--- config.mk ---
export PLATFORM = sky130hd
export DESIGN_NAME = fies_sequencer
export DESIGN_NICKNAME = d
export VERILOG_FILES = /design/src/inc/fies_pkg.sv /design/src/fies_sequencer.sv
export SDC_FILE = /design/constraint.sdc
export NUM_CORES = 2
export LEC_CHECK = 0
export ABC_AREA = 1
export BUFFER_PORTS_ARGS = -buffer_cell sky130_fd_sc_hd__buf_4
export CORE_MARGIN = 5
export CORE_UTILIZATION = 35
export DETAILED_ROUTE_END_ITERATION = 16
export PLACE_DENSITY = 0.57
export SKIP_LAST_GASP = 1
export SLEW_MARGIN = 30
export SYNTH_ARGS = -nofsm -noshare
export SYNTH_HDL_FRONTEND = slang
export SYNTH_SLANG_ARGS = --single-unit
--- constraint.sdc ---
create_clock -name mclk -period 50.9 [get_ports mclk]
set_input_delay 7.635 -clock mclk [delete_from_list [all_inputs] [get_ports mclk]]
set_output_delay 7.635 -clock mclk [all_outputs]
set_load 0.01 [all_outputs]
--- src/inc/fies_pkg.sv ---
// constants shared by the fuel injection event sequencer
package fies_pkg;

  // angle resolution: counts per degree of crank rotation
  localparam int ANG_PER_DEG = 128;
  // degrees in one engine cycle for each stroke mode
  localparam int DEG_CYCLE_2S = 360;
  localparam int DEG_CYCLE_4S = 720;
  // angle word width, wide enough for 720 * 128 counts
  localparam int ANG_W = 17;
  localparam logic [ANG_W-1:0] ANG_CYCLE_2S = ANG_W'(DEG_CYCLE_2S * ANG_PER_DEG);
  localparam logic [ANG_W-1:0] ANG_CYCLE_4S = ANG_W'(DEG_CYCLE_4S * ANG_PER_DEG);
  localparam logic [ANG_W-1:0] ANG_RST = 17'h0_0000;

  // cylinders, shared lines and cylinder index width
  localparam int CYL_NUM = 20;
  localparam int LINE_NUM = 10;
  localparam int CYL_W = 5;

  // tooth period counter width in mclk cycles
  localparam int PER_W = 20;
  localparam logic [PER_W-1:0] PER_MAX = 20'hF_FFFF;
  localparam logic [PER_W-1:0] PER_RST = 20'hF_FFFF;

  // default speed wheel tooth count
  localparam int TEETH_DEF = 60;

  // which cylinder of a line's pair is pending next
  typedef enum logic [1:0] {
    FIES_PEND_LO = 2'b01,
    FIES_PEND_HI = 2'b10
  } fies_pend_t;

endpackage

--- src/fies_sequencer.sv ---
// angle based fuel injection event sequencer
`timescale 1ns/1ps
`default_nettype none

module fies_sequencer
  import fies_pkg::*;
#(
  parameter int TEETH = TEETH_DEF
) (
  input wire logic mclk,
  input wire logic reset_n,
  input wire logic speed_tooth_in,
  input wire logic top_centre_pulse_in,
  input wire logic phase_pulse_in,
  input wire logic four_stroke_mode,
  input wire logic ang_wr_en,
  input wire logic [CYL_W-1:0] ang_wr_cyl,
  input wire logic [ANG_W-1:0] injection_start_angle,
  input wire logic [ANG_W-1:0] injection_end_angle,
  output logic [CYL_NUM-1:0] fire,
  output logic [LINE_NUM-1:0] inj_line,
  output logic cycle_ref_mark,
  output logic angle_valid,
  output logic [ANG_W-1:0] crank_angle
);

  // counts of angle per speed tooth
  localparam logic [ANG_W-1:0] ANG_PER_TOOTH = ANG_W'((DEG_CYCLE_2S * ANG_PER_DEG) / TEETH);

  // reset release
  logic rst_meta_ff;
  logic rst_n_ff;
  always_ff @(posedge mclk or negedge reset_n) begin
    if (!reset_n) begin
      rst_meta_ff <= 1'b0;
      rst_n_ff <= 1'b0;
    end else begin
      rst_meta_ff <= 1'b1;
      rst_n_ff <= rst_meta_ff;
    end
  end

  // pin synchronisers and agreement filter for the three sensor inputs
  logic [2:0] pin_raw;
  logic [2:0] sync1_ff;
  logic [2:0] sync2_ff;
  logic [2:0] sync3_ff;
  logic [2:0] lvl_ff;
  logic [2:0] rise;
  assign pin_raw = {phase_pulse_in, top_centre_pulse_in, speed_tooth_in};

  genvar p;
  generate
    for (p = 0; p < 3; p++) begin : g_pin
      always_ff @(posedge mclk or negedge rst_n_ff) begin
        if (!rst_n_ff) begin
          sync1_ff[p] <= 1'b0;
          sync2_ff[p] <= 1'b0;
          sync3_ff[p] <= 1'b0;
          lvl_ff[p] <= 1'b0;
        end else begin
          sync1_ff[p] <= pin_raw[p];
          sync2_ff[p] <= sync1_ff[p];
          sync3_ff[p] <= sync2_ff[p];
          if (sync2_ff[p] == sync3_ff[p]) begin
            lvl_ff[p] <= sync3_ff[p];
          end
        end
      end
      assign rise[p] = (sync2_ff[p] == sync3_ff[p]) && sync3_ff[p] && !lvl_ff[p];
    end
  endgenerate

  logic tooth_ev;
  logic tdc_ev;
  logic phase_ev;
  assign tooth_ev = rise[0];
  assign tdc_ev = rise[1];
  assign phase_ev = rise[2];

  // reference mark qualification
  logic armed_ff;
  logic ref_ev;
  assign ref_ev = tdc_ev && (!four_stroke_mode || armed_ff);

  always_ff @(posedge mclk or negedge rst_n_ff) begin
    if (!rst_n_ff) begin
      armed_ff <= 1'b0;
    end else if (!four_stroke_mode) begin
      armed_ff <= 1'b0;
    end else if (phase_ev) begin
      armed_ff <= 1'b1;
    end else if (tdc_ev) begin
      armed_ff <= 1'b0;
    end
  end

  always_ff @(posedge mclk or negedge rst_n_ff) begin
    if (!rst_n_ff) begin
      cycle_ref_mark <= 1'b0;
    end else begin
      cycle_ref_mark <= ref_ev;
    end
  end

  // tooth period measurement
  // tooth period in clocks
  logic [PER_W-1:0] per_cnt_ff;
  logic [PER_W-1:0] per_last_ff;
  always_ff @(posedge mclk or negedge rst_n_ff) begin
    if (!rst_n_ff) begin
      per_cnt_ff <= PER_RST;
      per_last_ff <= PER_RST;
    end else if (tooth_ev) begin
      per_last_ff <= per_cnt_ff;
      per_cnt_ff <= PER_W'(1);
    end else if (per_cnt_ff != PER_MAX) begin
      per_cnt_ff <= per_cnt_ff + PER_W'(1);
    end
  end

  // interpolating angle counter
  logic [ANG_W-1:0] cycle_len;
  logic [ANG_W-1:0] tooth_base_ff;
  logic [ANG_W-1:0] angle_ff;
  logic [PER_W:0] acc_ff;
  logic [PER_W:0] acc_sum;
  logic step;
  logic [ANG_W-1:0] nxt_base;
  assign cycle_len = four_stroke_mode ? ANG_CYCLE_4S : ANG_CYCLE_2S;
  assign acc_sum = acc_ff + (PER_W+1)'(ANG_PER_TOOTH);
  assign step = (acc_sum >= {1'b0, per_last_ff}) &&
                (angle_ff < tooth_base_ff + ANG_PER_TOOTH - ANG_W'(1));
  assign nxt_base = (tooth_base_ff + ANG_PER_TOOTH >= cycle_len) ? ANG_RST :
                    tooth_base_ff + ANG_PER_TOOTH;

  always_ff @(posedge mclk or negedge rst_n_ff) begin
    if (!rst_n_ff) begin
      tooth_base_ff <= ANG_RST;
      angle_ff <= ANG_RST;
      acc_ff <= '0;
    end else if (ref_ev) begin
      tooth_base_ff <= ANG_RST;
      angle_ff <= ANG_RST;
      acc_ff <= '0;
    end else if (tooth_ev) begin
      tooth_base_ff <= nxt_base;
      angle_ff <= nxt_base;
      acc_ff <= '0;
    end else if (step) begin
      angle_ff <= angle_ff + ANG_W'(1);
      acc_ff <= acc_sum - {1'b0, per_last_ff};
    end else if (acc_sum < {1'b0, per_last_ff}) begin
      acc_ff <= acc_sum;
    end
  end

  always_ff @(posedge mclk or negedge rst_n_ff) begin
    if (!rst_n_ff) begin
      angle_valid <= 1'b0;
    end else if (ref_ev) begin
      angle_valid <= 1'b1;
    end
  end
  assign crank_angle = angle_ff;

  // per-cylinder angle table written by the host
  logic [ANG_W-1:0] start_ang_ff [CYL_NUM];
  logic [ANG_W-1:0] end_ang_ff [CYL_NUM];
  always_ff @(posedge mclk or negedge rst_n_ff) begin
    if (!rst_n_ff) begin
      for (int i = 0; i < CYL_NUM; i++) begin
        start_ang_ff[i] <= ANG_RST;
        end_ang_ff[i] <= ANG_RST;
      end
    end else if (ang_wr_en && (ang_wr_cyl < CYL_W'(CYL_NUM))) begin
      start_ang_ff[ang_wr_cyl] <= injection_start_angle;
      end_ang_ff[ang_wr_cyl] <= injection_end_angle;
    end
  end

  // shared line engines, line l serves cylinders l and l+LINE_NUM
  logic fire_lo_ff [LINE_NUM];
  logic fire_hi_ff [LINE_NUM];
  logic line_ff [LINE_NUM];
  fies_pend_t pend_ff [LINE_NUM];
  logic [ANG_W-1:0] end_ld_ff [LINE_NUM];

  genvar l;
  generate
    for (l = 0; l < LINE_NUM; l++) begin : g_line
      logic [ANG_W-1:0] cur_start;
      logic [ANG_W-1:0] cur_end;
      logic hit_start;
      logic hit_end;
      assign cur_start = (pend_ff[l] == FIES_PEND_HI) ? start_ang_ff[l+LINE_NUM] : start_ang_ff[l];
      assign cur_end = (pend_ff[l] == FIES_PEND_HI) ? end_ang_ff[l+LINE_NUM] : end_ang_ff[l];
      assign hit_start = angle_valid && !line_ff[l] && (angle_ff == cur_start);
      assign hit_end = line_ff[l] && (angle_ff == end_ld_ff[l]);

      always_ff @(posedge mclk or negedge rst_n_ff) begin
        if (!rst_n_ff) begin
          line_ff[l] <= 1'b0;
          pend_ff[l] <= FIES_PEND_LO;
          end_ld_ff[l] <= ANG_RST;
          fire_lo_ff[l] <= 1'b0;
          fire_hi_ff[l] <= 1'b0;
        end else if (hit_start) begin
          line_ff[l] <= 1'b1;
          end_ld_ff[l] <= cur_end;
          fire_lo_ff[l] <= (pend_ff[l] == FIES_PEND_LO);
          fire_hi_ff[l] <= (pend_ff[l] == FIES_PEND_HI);
        end else if (hit_end) begin
          line_ff[l] <= 1'b0;
          fire_lo_ff[l] <= 1'b0;
          fire_hi_ff[l] <= 1'b0;
          pend_ff[l] <= (pend_ff[l] == FIES_PEND_HI) ? FIES_PEND_LO : FIES_PEND_HI;
        end
      end

      assign inj_line[l] = line_ff[l];
      // output l is line l low side
      assign fire[l] = fire_lo_ff[l];
      assign fire[l+LINE_NUM] = fire_hi_ff[l];
    end
  endgenerate

endmodule

`default_nettype wire

==> impl_metrics.py <==
metrics = {
    "worst_hold_path": {
        "hold_depth": 0,
        "whs_endpoint": "sync2_ff[2]",
        "worstHoldStart": "sync1_ff[2]",
        "hp-class": "reg -> reg",
    },
    "detailed_routing": {
        "drcViolationCount": 0,
        "drt-initial-drc-count": 4166,
        "drt_wl_total_um": 173000,
        "wl_per_cell_um": 20.2,
        "ant_nets": 0,
        "dr.pass1.iters": 6,
        "vias": 44200,
        "via_per_inst": 5.17,
    },
    "final_layout": {
        "final_nets": 6630,
        "fill_cells": 15000,
        "regArea_mm2": 0.0254,
        "multiInputGateArea_mm2": 0.0228,
        "design_area_mm2": 0.0575,
        "fin_util": 0.394,
        "area_growth_pct": 11.7,
        "drive_gt1_frac": 0.0915,
    },
    "place": {
        "post_dp_cell_area_mm2": 0.0536,
        "hpwl_um": 104000,
        "gp_congestion": 0.905,
        "port-buffer-count": 94,
        "place_ws_ps": 39340,
    },
    "critical_path": {
        "slowest_delay_ps": 710,
        "crit_path_end_kind": "flip-flop",
        "crit_buf_inv": 4,
        "crit_fanout": 30,
        "crit_arrival_ps": 11080,
        "cp_data_required_time_ps": 51540,
        "cp-start-kind": "input port",
        "critPathTopFamily": "buffers and inverters",
        "path_depth": 9,
        "r2r_end": "crank_angle[5]",
        "crit_chain": "buf_4 -> inv_1 -> o21ai_2 -> clkinv_1 -> nor2_2 -> nand2_2 -> inv_1 -> nand2_1 -> o21ai_0",
        "reg2reg_from": "tooth_base_ff[8]",
        "r2r_setup_slack_ps": 45570,
        "cpMaxStageDelayCell": "nor2_2",
        "crit_top_cell": "inv_1",
        "crit_type": "in -> reg",
        "r2r_cells": 20,
    },
    "pwr": {
        "p_leak_nw": 28.9,
        "clkPwrFrac": 0.280,
        "p_seq_frac": 0.353,
        "total_power_w": 0.00300,
        "comb_power_share": 0.368,
        "swShare": 0.406,
        "switching_power_w": 0.00122,
        "p_int_w": 0.00178,
        "ir_worst_vdd_v": 0.0000400,
        "p_per_area_mw_per_mm2": 52.1,
    },
    "sta": {
        "maxSlewViolCount": 0,
        "rsz0062_at_grt": "no",
        "report.final.hold_viol_count": 0,
        "skew_ps": 47.8,
        "min_period_ps": 10440,
        "setup_slack_ps": 40460,
        "finalSetupTns_ps": 0,
        "worst_pin_slew_ps": 1060,
        "post-route-period-util": 0.205,
        "fmaxAchievable_mhz": 95.8,
        "slew_headroom": 0.292,
        "setup_viol": 0,
    },
    "synthesis": {
        "synthFlopType": "dfrtp_1",
        "synth.top_cells.by_count": "nand2_1, dfrtp_1, o21ai_0",
        "synth_edf_count": 0,
        "synth_top_cell_area_share": 0.467,
        "yosys_warnings": 0,
        "synthArstFlopShare": 1.00,
        "syn_area_mm2": 0.0515,
        "ys_seq_area_frac": 0.493,
        "synth.avg_cell_area_um2": 7.76,
        "synth_top_area_cell": "dfrtp_1",
        "synth_most_common_cell": "nand2_1",
        "ys_ff_latch": 1012,
        "synth.area.top_cells": "dfrtp_1, nand2_1, o21ai_0",
        "synth.distinct_cells": 56,
        "synth_cells": 6635,
        "synthesis.nets": 6734,
    },
    "run_status": {
        "status": "finished clean",
    },
    "clocking": {
        "clk-insertion-delay-late_ps": 740,
        "htree_num_levels": 3,
        "cts_buffers": 107,
        "cts_tree": "yes",
        "post_cts_resized": 0,
        "postCtsHoldBufs": 0,
        "path_clk_slew_ps": 60,
        "clock-sinks": 1012,
        "cts_buffer_depth": 3,
        "post_cts_buffers": 0,
        "root_buffer": "clkbuf_16",
    },
    "floorplan": {
        "initial_core_util": 0.353,
        "num_rows": 140,
        "die_area_mm2": 0.155,
        "die_y_um": 394,
        "die_w_um": 394,
        "core-area_mm2": 0.146,
        "pin_count": 95,
    },
    "grt": {
        "gr-usage-all-layers": 0.218,
        "grt.overflow.total": 0,
        "antenna_found_initial": 13,
        "grt_pass1_vias": 41800,
        "grt_max_degree": 158,
        "grt_pass1_wl_um": 263000,
    },
    "flow_run": {
        "drv_cap": 0,
    },
}
layout make-up:
| class | count | area share |
|---|---|---|
| Antenna cell | 6 | 0.000261 |
| Clock buffer | 147 | 0.0525 |
| Clock inverter | 53 | 0.0132 |
| Inverter | 424 | 0.0277 |
| Multi-Input combinational cell | 4796 | 0.397 |
| Sequential cell | 1012 | 0.442 |
| Tap cell | 1917 | 0.0417 |
| Timing Repair Buffer | 190 | 0.0265 |
layer usage:
metal	vias up	routed length, um	track usage
li1	21300	-	-
met2	1334	77400	0.349
met1	21300	79500	0.308
met4	0	4480	0.0541
met3	246	11500	0.0378
met5	-	0	0
worst max-delay path by stage:
stage / slack, ps / startpoint / endpoint
3_5_place_dp: 39340 / four_stroke_mode / crank_angle[5]
4_1_cts: 40120 / four_stroke_mode / acc_ff[3]
2_1_floorplan: 20690 / rst_n_ff / acc_ff[0]
3_3_place_gp: 39140 / four_stroke_mode / crank_angle[4]
5_1_grt: 40150 / four_stroke_mode / acc_ff[3]
6_report: 40460 / four_stroke_mode / crank_angle[5]
state kept, by name, summed over array words and instances, names as in the netlist:
register,cells
tooth_base_ff,17
end_ang_ff,340
acc_ff,21
sync2_ff,3
per_last_ff,20
start_ang_ff,340
pend_ff,20
crank_angle,17
inj_line,10
rst_n_ff,1
rst_meta_ff,1
lvl_ff,3
cycle_ref_mark,1
sync3_ff,3
angle_valid,1
fire,20
sync1_ff,3
end_ld_ff,170
armed_ff,1
per_cnt_ff,20
stage by stage:
step / hold slack, ps / cells
floorplan: 331 / 6635
global placement: 335 / 8336
detailed placement: 336 / 8336
CTS: 350 / 8536
global route: 359 / 8539
finish: 346 / 8545
cells by family (layout without fill, tap and decap cells):
| logic type | after synthesis | in the layout | synth area share |
|---|---|---|---|
| fa+ha+maj | 53 | 53 | 0.0130 |
| simple gates | 3489 | 3489 | 0.287 |
| other cells | 1 | 7 | 0.0000728 |
| mux | 2 | 2 | 0.000437 |
| flops | 1012 | 1012 | 0.493 |
| xor+xnor | 165 | 165 | 0.0281 |
| compound gates | 1086 | 1086 | 0.111 |
| buf+inv | 827 | 814 | 0.0670 |
placed cells by master, fill, tap and decap left out, types with 7 or more instances in the layout:
cell type,instances
a21oi_1,70
bufinv_16,14
clkinv_2,23
o21ai_1,37
xnor2_1,56
buf_6,7
clkbuf_8,19
ha_1,52
nand3_1,182
nor2_2,10
nand2_2,13
buf_4,179
o2111ai_1,21
nor3_1,45
nor2_1,274
or2_2,58
or2_1,16
clkinv_1,7
nand2_4,14
dfstp_2,50
nor2_4,17
nand2_1,2519
dfrtp_2,10
inv_1,388
inv_2,29
clkbuf_16,107
nor4_1,17
o21ai_0,879
a211oi_1,12
o22ai_1,12
nand3_4,9
o211ai_1,33
xor2_1,109
nand4_1,273
clkbuf_1,21
dfrtp_1,951
nand3b_1,16
power by group through the flow:
stage / registers [W] / logic, W / clock network, W
after floorplan: 0.00106 / 0.000728 / 0
after global placement: 0.00107 / 0.00108 / 0
after detailed placement: 0.00107 / 0.00109 / 0
after CTS: 0.00106 / 0.00109 / 0.000855
after global routing: 0.00107 / 0.00122 / 0.000888
final: 0.00106 / 0.00110 / 0.000839
No activity file was read; power rests on OpenSTA's default activity.
